===== config.mk =====
export PLATFORM = sky130hd
export DESIGN_NAME = ssienc_encoder_flat
export DESIGN_NICKNAME = d
export VERILOG_FILES = /design/src/hdl/ssienc_pkg.sv /design/src/hdl/ssienc_if.sv /design/src/hdl/ssienc_encoder.sv /design/src/flat_wrapper.sv
export SDC_FILE = /design/constraint.sdc
export NUM_CORES = 1
export LEC_CHECK = 0
export BUFFER_PORTS_ARGS = -buffer_cell sky130_fd_sc_hd__buf_2
export CAP_MARGIN = 25
export CORE_AREA = 10 10 107 148
export DETAILED_ROUTE_END_ITERATION = 10
export DIE_AREA = 0 0 117 158
export GPL_TIMING_DRIVEN = 0
export PLACE_DENSITY = 0.79
export RECOVER_POWER = 50
export SYNTH_ARGS = -nofsm -noshare
export SYNTH_HDL_FRONTEND = slang
export SYNTH_SLANG_ARGS = --single-unit

===== constraint.sdc =====
create_clock -name sys_clk -period 9 [get_ports sys_clk]
set_input_delay 2.7 -clock sys_clk [delete_from_list [all_inputs] [get_ports sys_clk]]
set_output_delay 2.7 -clock sys_clk [all_outputs]
set_load 0.03 [all_outputs]

===== src/hdl/ssienc_pkg.sv =====
package ssienc_pkg;

  // ==========================================================
  // Position and word layout
  localparam int RESOLUTION = 360;
  localparam int NEXT_POW2 = 512;
  localparam int EXCESS_OFFSET = (NEXT_POW2 - RESOLUTION) / 2;
  localparam int POS_W = 12;
  localparam int WORD_W = 16;
  // Word plus one alarm bit; the same count for every resolution
  localparam int FRAME_BITS = WORD_W + 1;
  localparam int CNT_W = 5;
  localparam logic [POS_W-1:0] RES_POS = RESOLUTION[POS_W-1:0];
  localparam logic [POS_W-1:0] EXCESS_POS = EXCESS_OFFSET[POS_W-1:0];
  localparam logic [CNT_W-1:0] FRAME_CNT = FRAME_BITS[CNT_W-1:0];

  // ==========================================================
  // Timing
  localparam int CLK_NS = 20;
  localparam int MONOFLOP_TIMEOUT_NS = 20000;
  localparam int MONOFLOP_CYC = MONOFLOP_TIMEOUT_NS / CLK_NS;
  localparam int MAX_RATE_BPS = 1500000;
  localparam int MIN_SCLK_PERIOD_NS = (1000000000 + MAX_RATE_BPS - 1) / MAX_RATE_BPS;
  localparam int SCLK_HALF_CYC = (MIN_SCLK_PERIOD_NS + 2 * CLK_NS - 1) / (2 * CLK_NS);
  localparam int TRANSFER_PAUSE_NS = 30000;
  localparam int TRANSFER_PAUSE_CYC = (TRANSFER_PAUSE_NS + CLK_NS - 1) / CLK_NS;
  localparam int TIMER_W = 11;
  localparam logic [TIMER_W-1:0] MONO_LOAD = MONOFLOP_CYC[TIMER_W-1:0];
  localparam logic [TIMER_W-1:0] HALF_LOAD = SCLK_HALF_CYC[TIMER_W-1:0];
  localparam logic [TIMER_W-1:0] PAUSE_LOAD = TRANSFER_PAUSE_CYC[TIMER_W-1:0];

  // ==========================================================
  // Output codes
  typedef enum logic [1:0] {
    CODE_GRAY = 2'h0,
    CODE_GRAY_EXCESS = 2'h1,
    CODE_BINARY = 2'h2,
    CODE_BCD = 2'h3
  } ssienc_code_t;

  // ==========================================================
  // Controller registers
  localparam int ADDR_W = 4;
  localparam logic [ADDR_W-1:0] REG_CTRL_OFS = 4'h0;
  localparam logic [ADDR_W-1:0] REG_STATUS_OFS = 4'h4;
  localparam logic [ADDR_W-1:0] REG_DATA_OFS = 4'h8;
  localparam int CTRL_START_BIT = 0;
  localparam int STATUS_BUSY_BIT = 0;
  localparam int STATUS_DONE_BIT = 1;

  typedef enum logic [4:0] {
    ST_IDLE = 5'h01,
    ST_WAIT_HIGH = 5'h02,
    ST_LOW = 5'h04,
    ST_HIGH = 5'h08,
    ST_PAUSE = 5'h10
  } ssienc_state_t;

endpackage : ssienc_pkg


===== src/hdl/ssienc_if.sv =====
interface ssienc_if;
  logic sclk;
  logic sdata;

  modport encoder (
    input sclk,
    output sdata
  );

  modport controller (
    output sclk,
    input sdata
  );
endinterface : ssienc_if


===== src/hdl/ssienc_encoder.sv =====
// Operation
// No clock: register follows shaft position
// Falling edge retriggers monoflop, selects shift
// Burst start captures and holds angle
// Controller clock period below monoflop timeout
// Controller sends fixed burst, then pause
// First rising edge drives MSB
// Later rising edges shift lower bits
// Alarm bit follows the LSB
// After data, line low until timeout
// Controller waits for data high again
// Continued clocking recirculates stored word
// Fixed clock count; interruption anywhere accepted
// Controller rate at most 1.5 Mbit/s
// Gray code: one bit per step
// Non power-of-two: centred Gray slice
// Binary: bit x weighs two to x
// BCD: 8-4-2-1 decades, no 10-15
// Clockwise ascending; switchover input reverses
// Latch input freezes output data
// Gray from binary by neighbour XOR
// Gray excess adds centring offset first
module ssienc_encoder
  import ssienc_pkg::*;
(
  // Clock and reset
  input wire logic sys_clk,
  input wire logic rstn,
  // Serial link
  ssienc_if.encoder link,
  // Shaft position, same clock domain
  input wire logic [POS_W-1:0] pos,
  // Pins
  input wire logic dir_switch,
  input wire logic latch,
  input wire logic alarm,
  input wire logic [1:0] code_sel,
  // Status
  output logic shift_mode,
  output logic [WORD_W-1:0] position_word
);

  // ==========================================================
  // Code conversion
  function automatic logic [WORD_W-1:0] ssienc_gray(input logic [POS_W-1:0] b);
    return WORD_W'(b ^ (b >> 1));
  endfunction : ssienc_gray

  function automatic logic [WORD_W-1:0] ssienc_to_bcd(input logic [POS_W-1:0] b);
    logic [WORD_W-1:0] d;
    d = '0;
    for (int i = POS_W - 1; i >= 0; i--) begin
      for (int k = 0; k < WORD_W / 4; k++) begin
        // Add three before the shift keeps each decade below ten
        if (d[4*k+:4] > 4'h4) begin
          d[4*k+:4] = d[4*k+:4] + 4'h3;
        end
      end
      d = {d[WORD_W-2:0], b[i]};
    end
    return d;
  endfunction : ssienc_to_bcd

  function automatic logic [WORD_W-1:0] ssienc_encode(
    input logic [POS_W-1:0] p_in,
    input logic rev,
    input logic [1:0] sel
  );
    logic [POS_W-1:0] p;
    logic [WORD_W-1:0] w;
    p = p_in;
    if (rev && (p_in != '0)) begin
      p = RES_POS - p_in;
    end
    case (sel)
      CODE_GRAY: w = ssienc_gray(p);
      CODE_GRAY_EXCESS: w = ssienc_gray(p + EXCESS_POS);
      CODE_BINARY: w = WORD_W'(p);
      CODE_BCD: w = ssienc_to_bcd(p);
      default: w = WORD_W'(p);
    endcase
    return w;
  endfunction : ssienc_encode

  // ==========================================================
  // Synchronisers
  logic sclk_s1_reg;
  logic sclk_s2_reg;
  logic sclk_s3_reg;
  logic [4:0] pin_s1_reg;
  logic [4:0] pin_s2_reg;
  logic sclk_fall;
  logic sclk_rise;
  logic dir_sync;
  logic latch_sync;
  logic alarm_sync;
  logic [1:0] code_sync;

  always_ff @(posedge sys_clk or negedge rstn) begin
    if (!rstn) begin
      sclk_s1_reg <= 1'b1;
      sclk_s2_reg <= 1'b1;
      sclk_s3_reg <= 1'b1;
    end else begin
      sclk_s1_reg <= link.sclk;
      sclk_s2_reg <= sclk_s1_reg;
      sclk_s3_reg <= sclk_s2_reg;
    end
  end

  always_ff @(posedge sys_clk or negedge rstn) begin
    if (!rstn) begin
      pin_s1_reg <= 5'h00;
      pin_s2_reg <= 5'h00;
    end else begin
      pin_s1_reg <= {dir_switch, latch, alarm, code_sel};
      pin_s2_reg <= pin_s1_reg;
    end
  end

  assign sclk_fall = sclk_s3_reg & ~sclk_s2_reg;
  assign sclk_rise = ~sclk_s3_reg & sclk_s2_reg;
  assign dir_sync = pin_s2_reg[4];
  assign latch_sync = pin_s2_reg[3];
  assign alarm_sync = pin_s2_reg[2];
  assign code_sync = pin_s2_reg[1:0];

  // ==========================================================
  // Retriggerable monoflop
  logic [TIMER_W-1:0] mono_cnt_reg;
  logic mono_active;

  always_ff @(posedge sys_clk or negedge rstn) begin
    if (!rstn) begin
      mono_cnt_reg <= '0;
    end else if (sclk_fall) begin
      mono_cnt_reg <= MONO_LOAD;
    end else if (mono_cnt_reg != '0) begin
      mono_cnt_reg <= mono_cnt_reg - 1'b1;
    end
  end

  assign mono_active = (mono_cnt_reg != '0);
  assign shift_mode = mono_active;

  // ==========================================================
  // Load/shift register
  logic [FRAME_BITS-1:0] frame_reg;
  logic [CNT_W-1:0] bit_cnt_reg;
  logic ring_serial_out;
  logic ring_serial_in;

  assign ring_serial_out = frame_reg[FRAME_BITS-1];
  // Output folded back into the input keeps the stored word for repeat reads
  assign ring_serial_in = ring_serial_out;

  always_ff @(posedge sys_clk or negedge rstn) begin
    if (!rstn) begin
      frame_reg <= '0;
    end else if (!mono_active && !sclk_fall) begin
      // Latch stops the free-running load, not the serial transfer
      if (!latch_sync) begin
        frame_reg <= {ssienc_encode(pos, dir_sync, code_sync), alarm_sync};
      end
    end else if (sclk_rise && (bit_cnt_reg < FRAME_CNT)) begin
      frame_reg <= {frame_reg[FRAME_BITS-2:0], ring_serial_in};
    end
  end

  // Counts bits sent; one extra low slot closes each frame
  always_ff @(posedge sys_clk or negedge rstn) begin
    if (!rstn) begin
      bit_cnt_reg <= '0;
    end else if (!mono_active) begin
      bit_cnt_reg <= '0;
    end else if (sclk_rise) begin
      if (bit_cnt_reg == FRAME_CNT) begin
        bit_cnt_reg <= '0;
      end else begin
        bit_cnt_reg <= bit_cnt_reg + 1'b1;
      end
    end
  end

  // ==========================================================
  // Serial data output
  logic sdata_reg;

  always_ff @(posedge sys_clk or negedge rstn) begin
    if (!rstn) begin
      sdata_reg <= 1'b1;
    end else if (!mono_active) begin
      sdata_reg <= 1'b1;
    end else if (sclk_rise) begin
      if (bit_cnt_reg < FRAME_CNT) begin
        sdata_reg <= ring_serial_out;
      end else begin
        sdata_reg <= 1'b0;
      end
    end
  end

  assign link.sdata = sdata_reg;

  // ==========================================================
  // Parallel view of the held word
  always_ff @(posedge sys_clk or negedge rstn) begin
    if (!rstn) begin
      position_word <= '0;
    end else if (!mono_active) begin
      position_word <= frame_reg[FRAME_BITS-1:1];
    end
  end

endmodule : ssienc_encoder


===== src/flat_wrapper.sv =====
// flat-port wrapper written by rule: the top's interface ports become plain ports
module ssienc_encoder_flat import ssienc_pkg::*;
  (sys_clk, rstn, pos, dir_switch, latch, alarm, code_sel, shift_mode, position_word, link_sclk, link_sdata);
  ssienc_if link_i ();
  input wire logic sys_clk;
  input wire logic rstn;
  input wire logic [POS_W-1:0] pos;
  input wire logic dir_switch;
  input wire logic latch;
  input wire logic alarm;
  input wire logic [1:0] code_sel;
  output logic shift_mode;
  output logic [WORD_W-1:0] position_word;
  input wire logic [$bits(link_i.sclk)-1:0] link_sclk;
  output wire logic [$bits(link_i.sdata)-1:0] link_sdata;
  assign link_i.sclk = link_sclk;
  assign link_sdata = link_i.sdata;
  ssienc_encoder u_core (.sys_clk(sys_clk), .rstn(rstn), .link(link_i), .pos(pos), .dir_switch(dir_switch), .latch(latch), .alarm(alarm), .code_sel(code_sel), .shift_mode(shift_mode), .position_word(position_word));
endmodule

==> reports/metrics.yaml, run 1 <==
synthesis:
  synth_largest_area_cell: "dfrtp_1"
  syn_area_sq_mm: 0.007311
  synth-edff-count: 0
  yosysUniqueCellTypes: 113
  syn_inst: 940
  ys_ff_latch: 63
  synthTopCellsByArea: "dfrtp_1 (20%), ha_1 (6.3%), nand2_1 (6.2%)"
  yosysWarnings: 0
  yosys.area.top_type_share_pct: 20.20
  synthFlopType: "dfrtp_1"
  syn_area_per_cell_sq_um: 7.777
  synth-seq-area-share_pct: 21.63
  synthArstFlopShare_pct: 100.0
  synth_nets: 997
placement:
  gp_congestion: 0.9564
  dp_slack_ns: -2.675
  hpwl_mm: 15.23
  port_buffers: 31
worst_setup_path:
  cp.arrival_ns: 10.70
  critical_path.endpoint_type: "flip-flop"
  r2r_setup_slack_ns: 0.51
  r2r-end: "u_core.frame_reg[3]"
  crit_top_cell: "ha_4"
  reg2reg_from: "u_core.pin_s2_reg[4]"
  start_kind: "input pin"
  endpoint: "u_core.frame_reg[3]"
  worstPathMaxFanout: 5
  required_ns: 9.22
  cp-startpoint: "pos[0]"
  slowest_stage: "or4_4"
  ff2ff_path_depth: 43
  slowest_delay_ns: 0.58
  critPathKind: "in2reg"
job:
  maxCapViolations: 1
final_layout:
  area_growth_pct: 47.80
  nets: 1181
  final_common_cell: "buf_4"
  layout_common_cells: "buf_4 (130), nand2_1 (108), dfrtp_1 (59), nor2_1 (58), a21oi_1 (49)"
  multi_input_area_sq_mm: 0.006910
  drive_gt1_share_pct: 40.30
  antenna_cells: 0
  fin_util_pct: 82.25
  num-fill-cells: 691
  seqCellArea_sq_mm: 0.001582
  largest_reg_flops: 17
floorplanning:
  start_util_pct: 55.65
  rows: 50
  io_pins: 38
  die_width_microns: 117
  die-area_sq_mm: 0.01849
  core_area_sq_mm: 0.01314
  die_height_microns: 158
routing:
  ant_nets: 0
  drt-total-wl_mm: 29.97
  num_vias: 9149
  routed_via_density: 7.120
  initialDrtViolationCount: 920
  drtPass1Iterations: 7
  wire_per_inst_microns: 23.33
  drc: 0
grt:
  track_usage_pct: 27.18
  grt_pass1_wl_mm: 41.56
  gr-total-overflow: 0
  first_global_vias: 8717
  grt_antenna_before_repair: 0
  grt_max_degree: 43
timing:
  setup_viol: 13
  final.setup_skew_ns: 0.008502
  drv_slew: 43
  worst_pin_slew_ns: 2.180
  slew_headroom_pct: -45.34
  fin_crit_ns: 10.48
  fin_ws_ns: -1.483
  rsz0062_at_grt: "yes"
  fin_crit_sh_pct: 116.5
  max_freq_mhz: 95.39
  finalHoldViolations: 0
clocking:
  tritoncts: "yes"
  clkTransAtPathRegs_ns: 0.06
  cts_max_path_buffers: 2
  clk_latency_ns: 0.33
  ctsRootBufferMaster: "clkbuf_16"
  htreeDepth: 3
  cts_sinks: 63
  cts_buffers: 9
hold_path:
  hp-class: "reg2reg"
  hold-path-cell-count: 0
status:
  status: "finished, violations left"
  violations: "capacitance limit, slew limit, setup timing"
## worst min path at each step
stage	from	to	slack [ns]
3_5_place_dp	u_core.pin_s1_reg[2]	u_core.pin_s2_reg[2]	0.34
3_3_place_gp	u_core.pin_s1_reg[3]	u_core.pin_s2_reg[3]	0.33
6_report	u_core.pin_s1_reg[2]	u_core.pin_s2_reg[2]	0.35
4_1_cts	u_core.pin_s1_reg[4]	u_core.pin_s2_reg[4]	0.35
2_1_floorplan	u_core.pin_s1_reg[0]	u_core.pin_s2_reg[0]	0.33
5_1_grt	u_core.pin_s1_reg[1]	u_core.pin_s2_reg[1]	0.35
## Yosys cell counts, drive strengths merged, types with 5 or more instances
library cell / n
a211o: 12
a211oi: 17
a21o: 9
a21oi: 64
a22o: 6
a22oi: 7
a31o: 5
a31oi: 17
and2: 13
and3: 14
buf: 16
clkbuf: 24
dfrtp: 59
ha: 37
inv: 36
mux2: 9
mux2i: 14
nand2: 122
nand2b: 14
nand3: 32
nand4: 12
nor2: 73
nor2b: 10
nor3: 28
nor3b: 6
nor4: 13
o211ai: 18
o21a: 6
o21ai: 59
o221ai: 5
o2bb2ai: 6
o31ai: 14
or2: 10
or3: 12
or4: 6
xnor2: 37
xor2: 12
## area by class of cell
type	instances	share of cell area (%)
Timing Repair Buffer	178	12.77
Clock inverter	6	0.8569
Tap cell	156	1.806
Buffer	35	2.327
Sequential cell	63	14.64
Multi-Input combinational cell	797	63.95
Inverter	40	1.436
Clock buffer	10	2.212
## cells by family (layout without fill, tap and decap cells)
kind of cell | Yosys count | count (layout) | share of synthesized area (%)
AOI/OAI and AO/OA | 308 | 308 | 30.89
xor gates and xnor gates | 51 | 51 | 6.709
adders and majority gates | 37 | 37 | 6.332
buffers and inverters | 80 | 269 | 4.638
DFF | 63 | 63 | 21.63
muxes | 23 | 23 | 3.748
and+or+nand+nor | 378 | 378 | 26.05
## worst max-delay path, delay by kind of cell
family | cells | cell delay, ns
fa+ha+maj | 8 | 1.46
mux | 1 | 0.26
buf+inv | 10 | 1.15
compound gates | 14 | 3.30
simple gates | 5 | 1.10
xor+xnor | 5 | 0.70
## layer usage
metal	share of wire [%]	GRT usage (%)	wire [microns]	up-vias
met1	34	27.17	10160	4280
met5	0	0	0	-
met4	8.6	18.42	2564	0
met3	7.9	3.295	2380	268
li1	-	-	-	3911
met2	50	50.55	14860	690
## repair_timing
| item | 4_1_cts | 5_1_grt |
|---|---|---|
| gates cloned | 0 | 0 |
| setup endpoints to repair | 14 | 14 |
| setup buffers | 101 | 44 |
| resized for setup | 209 | 82 |
| endpoints found under the hold margin | 0 | 0 |
| pin swaps | 97 | 56 |
| hold buffers | 0 | 0 |
## metrics by stage
step | cells | instance area, sq um | setup TNS, ns | hold slack (ns)
after floorplan | 940 | 7586 | -15.36 | 0.3312
after global placement | 1127 | 7936 | -30.42 | 0.3347
after detailed placement | 1129 | 7964 | -32.23 | 0.3365
after CTS | 1240 | 10070 | -9.478 | 0.3473
after global routing | 1285 | 10810 | -21.84 | 0.3525
final | 1285 | 10810 | -17.44 | 0.3492
Power of run 1 is not shown: default switching activity piles up to over one toggle a cycle in this logic, so the estimate is an artifact.
==> run 2, diff against run 1 <==
--- a/config.mk
+++ b/config.mk
@@ -7,9 +7,11 @@
 export LEC_CHECK = 0
 export BUFFER_PORTS_ARGS = -buffer_cell sky130_fd_sc_hd__buf_2
 export CAP_MARGIN = 25
-export CORE_AREA = 10 10 107 148
+export CELL_PAD_IN_SITES_DETAIL_PLACEMENT = 1
+export CELL_PAD_IN_SITES_GLOBAL_PLACEMENT = 1
+export CORE_AREA = 10 10 122 168
 export DETAILED_ROUTE_END_ITERATION = 10
-export DIE_AREA = 0 0 117 158
+export DIE_AREA = 0 0 132 178
 export GPL_TIMING_DRIVEN = 0
 export PLACE_DENSITY = 0.79
 export RECOVER_POWER = 50
==> run 2 against run 1 <==
  * The run still ends with capacitance limit, slew limit, setup timing left
  * Clock-buffer cell count is 1 higher
  * Maximum frequency is 2.1% lower
  * Non-clock buffer count shrank 7
  * Cell count increased by 5.8%
  * Worst setup slack got worse by 0.23 ns
  * Critical path type unchanged
  * Critical endpoint is now u_core.frame_reg[8]
==> reports/metrics.yaml, run 2 (synthesis results as in run 1) <==
status:
  status: "finished, violations left"  # unchanged
  violations: "capacitance limit, slew limit, setup timing"  # unchanged
routing:
  num_vias: 9289  # was 9,149
  wire_per_inst_microns: 27.45  # was 23.33 microns
  ant_nets: 0  # unchanged
  routed_via_density: 6.835  # was 7.120
  drc: 0  # unchanged
  drt-total-wl_mm: 37.30  # was 29.97 mm
  initialDrtViolationCount: 830  # was 920
  drtPass1Iterations: 5  # was 7
final_layout:
  area_growth_pct: 47.78  # was 47.80%
  drive_gt1_share_pct: 40.52  # was 40.30%
  nets: 1175  # was 1,181
  num-fill-cells: 1962  # was 691
  final_cells: 1359  # was 1,285
  largest_reg_flops: 17  # unchanged
  layout_common_cells: "buf_4 (123), nand2_1 (108), nor2_1 (61), dfrtp_1 (59), a21oi_1 (49)"  # was buf_4 (130), nand2_1 (108), dfrtp_1 (59), nor2_1 (58), a21oi_1 (49)
  antenna_cells: 0  # unchanged
  final_common_cell: "buf_4"  # unchanged
clocking:
  clkTransAtPathRegs_ns: 0.05  # was 0.06 ns
  clk_latency_ns: 0.34  # was 0.33 ns
  cts_buffers: 9  # unchanged
  cts_sinks: 63  # unchanged
  ctsRootBufferMaster: "clkbuf_16"  # unchanged
  ctsHoldBuffers: 0  # unchanged
  cts_max_path_buffers: 2  # unchanged
  tritoncts: "yes"  # unchanged
  htreeDepth: 3  # unchanged
timing:
  worst_pin_slew_ns: 2.115  # was 2.180 ns
  fin_ws_ns: -1.713  # was -1.483 ns
  tns_ns: -20.56  # was -17.44 ns
  fin_crit_ns: 10.71  # was 10.48 ns
  drv_slew: 39  # was 43
  max_freq_mhz: 93.35  # was 95.39 MHz
  fin_crit_sh_pct: 119.0  # was 116.5%
  rsz0062_at_grt: "yes"  # unchanged
  finalHoldViolations: 0  # unchanged
  final.setup_skew_ns: 0.005875  # was 0.008502 ns
  setup_viol: 13  # unchanged
  slew_headroom_pct: -41.03  # was -45.34%
floorplanning:
  die_height_microns: 178  # was 158 microns
  start_util_pct: 42.18  # was 55.65%
  rows: 57  # was 50
  io_pins: 38  # unchanged
  die_width_microns: 132  # was 117 microns
  die-area_sq_mm: 0.02350  # was 0.01849 sq mm
  core_area_sq_mm: 0.01733  # was 0.01314 sq mm
worst_setup_path:
  critPathKind: "in2reg"  # unchanged
  cp.arrival_ns: 10.92  # was 10.70 ns
  slowest_delay_ns: 0.52  # was 0.58 ns
  slowest_stage: "o21ai_0"  # was or4_4
  worstPathMaxFanout: 10  # was 5
  critical_path.endpoint_type: "flip-flop"  # unchanged
  required_ns: 9.21  # was 9.22 ns
  start_kind: "input pin"  # unchanged
  path_delay_family: "simple AND/OR/NAND/NOR gates"  # was compound AO/OA/AOI/OAI gates
  crit_top_cell: "buf_6"  # was ha_4
  crit_buf_inv: 10  # unchanged
placement:
  hpwl_mm: 17.71  # was 15.23 mm
  dpl.cell_count: 1209  # was 1,129
  dp_slack_ns: -2.923  # was -2.675 ns
  port_buffers: 31  # unchanged
  gp_congestion: 0.8839  # was 0.9564
grt:
  grt_pass1_wl_mm: 49.51  # was 41.56 mm
  track_usage_pct: 25.39  # was 27.18%
  gr-total-overflow: 0  # unchanged
  first_global_vias: 9551  # was 8,717
  grt_antenna_before_repair: 0  # unchanged
  grt_max_degree: 39  # was 43
job:
  maxCapViolations: 1  # unchanged
hold_path:
  hp-class: "reg2reg"  # unchanged
-- run 2: cell type report --
cell class                      count  area (sq um)  area share [%]
Tap cell                          236         295.3           2.733
Buffer                             34         251.5           2.328
Timing Repair Buffer              172          1326           12.28
Multi-Input combinational cell    798          6918           64.03
Clock buffer                       11         242.7           2.247
Sequential cell                    63          1582           14.64
Inverter                           40         155.1           1.436
Clock inverter                      5         33.78          0.3127
-- run 2: path summary, 6_finish.rpt --
check / from / end / slack (ns) / depth (start not counted)
setup / recovery: pos[9] / u_core.frame_reg[8] / -1.71 / 38
hold / removal: u_core.pin_s1_reg[2] / u_core.pin_s2_reg[2] / 0.35 / 0
setup reg to reg: u_core.pin_s2_reg[4] / u_core.frame_reg[8] / 0.41 / 36
hold reg to reg: u_core.pin_s1_reg[2] / u_core.pin_s2_reg[2] / 0.35 / 0
max in group asynchronous: rstn / u_core.bit_cnt_reg[3] / 3.72 / 2
min in group asynchronous: rstn / u_core.mono_cnt_reg[4] / 2.67 / 1
-- run 2: timing repair --
item	4_1_cts	5_1_grt
endpoints found under the setup margin	14	14
gates cloned	1	0
resized for setup	198	95
buffers inserted	105	36
pin swaps	93	69
-- run 2: stage by stage --
stage	hold slack (ns)	cell area, sq um	utilization, %
finish	0.3482	10800	62.34
global route	0.3563	10800	62.34
CTS	0.3487	10120	58.41
detailed placement	0.3363	8064	46.53
global placement	0.3338	8036	46.37
floorplan	0.3312	7586	-
-- run 2: routing by layer --
| metal | up-vias | track usage, % | wire (microns) | share of wire, % |
|---|---|---|---|---|
| met5 | - | 0 | 0 | 0 |
| met4 | 0 | 18.17 | 3180 | 8.5 |
| met3 | 269 | 2.984 | 2092 | 5.6 |
| met2 | 554 | 49.45 | 19350 | 52 |
| met1 | 4575 | 24.11 | 12680 | 34 |
| li1 | 3891 | - | - | - |
Power of run 2 is left out for the same reason.
==> run 3, diff against run 2 <==
--- a/config.mk
+++ b/config.mk
@@ -9,11 +9,11 @@
 export CAP_MARGIN = 25
 export CELL_PAD_IN_SITES_DETAIL_PLACEMENT = 1
 export CELL_PAD_IN_SITES_GLOBAL_PLACEMENT = 1
-export CORE_AREA = 10 10 122 168
+export CORE_AREA = 10 10 116 160
 export DETAILED_ROUTE_END_ITERATION = 10
-export DIE_AREA = 0 0 132 178
+export DIE_AREA = 0 0 126 170
 export GPL_TIMING_DRIVEN = 0
-export PLACE_DENSITY = 0.79
+export PLACE_DENSITY = 0.83
 export RECOVER_POWER = 50
 export SYNTH_ARGS = -nofsm -noshare
 export SYNTH_HDL_FRONTEND = slang
==> constraint.sdc (replaced) <==
create_clock -name sys_clk -period 11 [get_ports sys_clk]
set_input_delay 3.3 -clock sys_clk [delete_from_list [all_inputs] [get_ports sys_clk]]
set_output_delay 3.3 -clock sys_clk [all_outputs]
set_load 0.03 [all_outputs]
==> run 3 against run 2 <==
  * First-iteration DRC count down 27%
  * Worst setup slack better by 1.6 ns
  * Flip-flop and latch count unchanged
  * Sequential share of layout area up 1.5 points
  * The run ends with setup timing left
==> reports/metrics.yaml, run 3 (synthesis results as in run 1) <==
worst_setup_path:
  cp.arrival_ns: 11.31  # was 10.92 ns
  critical_path.endpoint_type: "flip-flop"  # unchanged
  ff2ff_path_depth: 39  # was 36
  slowest_stage: "or4_1"  # was o21ai_0
  slowest_delay_ns: 0.58  # was 0.52 ns
  worstPathMaxFanout: 10  # unchanged
  critPathKind: "in2reg"  # unchanged
  start_kind: "input pin"  # unchanged
  required_ns: 11.19  # was 9.21 ns
clocking:
  cts_sinks: 63  # unchanged
  htreeDepth: 3  # unchanged
  cts_buffers: 9  # unchanged
  clkTransAtPathRegs_ns: 0.06  # was 0.05 ns
  ctsRootBufferMaster: "clkbuf_16"  # unchanged
  clk_latency_ns: 0.34  # about the same
  ctsHoldBuffers: 0  # unchanged
  cts_max_path_buffers: 2  # unchanged
  tritoncts: "yes"  # unchanged
job:
  maxCapViolations: 0  # was 1
final_layout:
  final_cell_area_sq_mm: 0.009819  # was 0.01080 sq mm
  layout_common_cells: "nand2_1 (111), buf_4 (68), nor2_1 (64), dfrtp_1 (59), a21oi_1 (52)"  # was buf_4 (123), nand2_1 (108), nor2_1 (61), dfrtp_1 (59), a21oi_1 (49)
  drive_gt1_share_pct: 32.98  # was 40.52%
  area_growth_pct: 34.31  # was 47.78%
  final_common_cell: "nand2_1"  # was buf_4
  largest_reg_flops: 17  # unchanged
  final_cells: 1248  # was 1,359
  antenna_cells: 0  # unchanged
  num-fill-cells: 1786  # was 1,962
  nets: 1104  # was 1,175
floorplanning:
  start_util_pct: 47.05  # was 42.18%
  die-area_sq_mm: 0.02142  # was 0.02350 sq mm
  rows: 54  # was 57
  die_width_microns: 126  # was 132 microns
  io_pins: 38  # unchanged
  core_area_sq_mm: 0.01554  # was 0.01733 sq mm
  die_height_microns: 170  # was 178 microns
status:
  violations: "setup timing"  # was capacitance limit, slew limit, setup timing
  status: "finished, violations left"  # unchanged
routing:
  initialDrtViolationCount: 610  # was 830
  wire_per_inst_microns: 24.23  # was 27.45 microns
  num_vias: 8365  # was 9,289
  drt-total-wl_mm: 30.24  # was 37.30 mm
  drc: 0  # unchanged
  ant_nets: 0  # unchanged
  routed_via_density: 6.703  # was 6.835
  drtPass1Iterations: 5  # unchanged
hold_path:
  hp-class: "reg2reg"  # unchanged
  hold-path-cell-count: 0  # unchanged
timing:
  fin_ws_ns: -0.1167  # was -1.713 ns
  drv_slew: 0  # was 39
  worst_pin_slew_ns: 1.365  # was 2.115 ns
  setup_viol: 7  # was 13
  max_freq_mhz: 89.95
  finalHoldViolations: 0  # unchanged
  final.setup_skew_ns: 0.01049  # was 0.005875 ns
  slew_headroom_pct: 9.013  # was -41.03%
  fin_crit_ns: 11.12
  fin_crit_sh_pct: 101.1
grt:
  gr-total-overflow: 0  # unchanged
  track_usage_pct: 22.67  # was 25.39%
  grt_pass1_wl_mm: 41.17  # was 49.51 mm
  grt_max_degree: 40  # was 39
  first_global_vias: 8152  # was 9,551
  grt_antenna_before_repair: 0  # unchanged
placement:
  gp_congestion: 0.9420  # was 0.8839
  dpl.cell_count: 1169  # was 1,209
  hpwl_mm: 18.03  # was 17.71 mm
  port_buffers: 31  # unchanged
  placed_area_sq_mm: 0.007994  # was 0.008064 sq mm
-- run 3: metal layers --
metal	vias up	global-route usage (%)	wire, microns
met3	124	1.928	835
met4	0	10.12	1482
li1	3750	-	-
met1	4207	23.94	11490
met2	284	44.15	16430
met5	-	0	0
-- run 3: area by class of cell --
| class | instances | area (sq um) | area share, % |
|---|---|---|---|
| Multi-Input combinational cell | 798 | 6598 | 67.19 |
| Sequential cell | 63 | 1582 | 16.11 |
| Timing Repair Buffer | 101 | 714.4 | 7.276 |
| Tap cell | 196 | 245.2 | 2.497 |
| Clock buffer | 10 | 239.0 | 2.434 |
| Buffer | 34 | 217.7 | 2.217 |
| Inverter | 40 | 155.1 | 1.580 |
| Clock inverter | 6 | 68.82 | 0.7008 |
-- run 3: path summary, 6_finish.rpt --
check	startpoint	endpoint	slack [ns]
worst max-delay path	pos[8]	u_core.frame_reg[7]	-0.12
worst min-delay path	u_core.pin_s1_reg[1]	u_core.pin_s2_reg[1]	0.34
worst max register to register	u_core.pin_s2_reg[4]	u_core.frame_reg[7]	2.47
worst min register to register	u_core.pin_s1_reg[1]	u_core.pin_s2_reg[1]	0.34
max in group asynchronous	rstn	u_core.sclk_s3_reg	6.83
min in group asynchronous	rstn	u_core.position_word[0]	3.26
-- run 3: timing repair --
item | CTS | global route
endpoints found under the setup margin | 13 | 13
pin swaps | 20 | 62
buffers inserted | 22 | 46
cloned | 0 | 1
gates resized for setup | 75 | 132
-- run 3: through the flow --
step                TNS, ns  hold WS (ns)  util (%)  setup slack [ns]
floorplan                 0        0.3312         -          0.006356
global placement     -14.54        0.3329     51.26            -1.399
detailed placement   -16.75        0.3363     51.44            -1.598
CTS                       0        0.3424     57.00         0.0006368
global route         -2.903        0.3464     63.19           -0.3419
finish              -0.4841        0.3419     63.19           -0.1167
-- run 3: worst max-delay path, delay by kind of cell --
kind            cells  cell delay, ns
simple gates       15            2.90
compound gates     11            2.34
buf+inv             7            1.25
fa+ha+maj           4            0.72
mux                 2            0.62
xor+xnor            1            0.16
Power of run 3 is left out for the same reason.
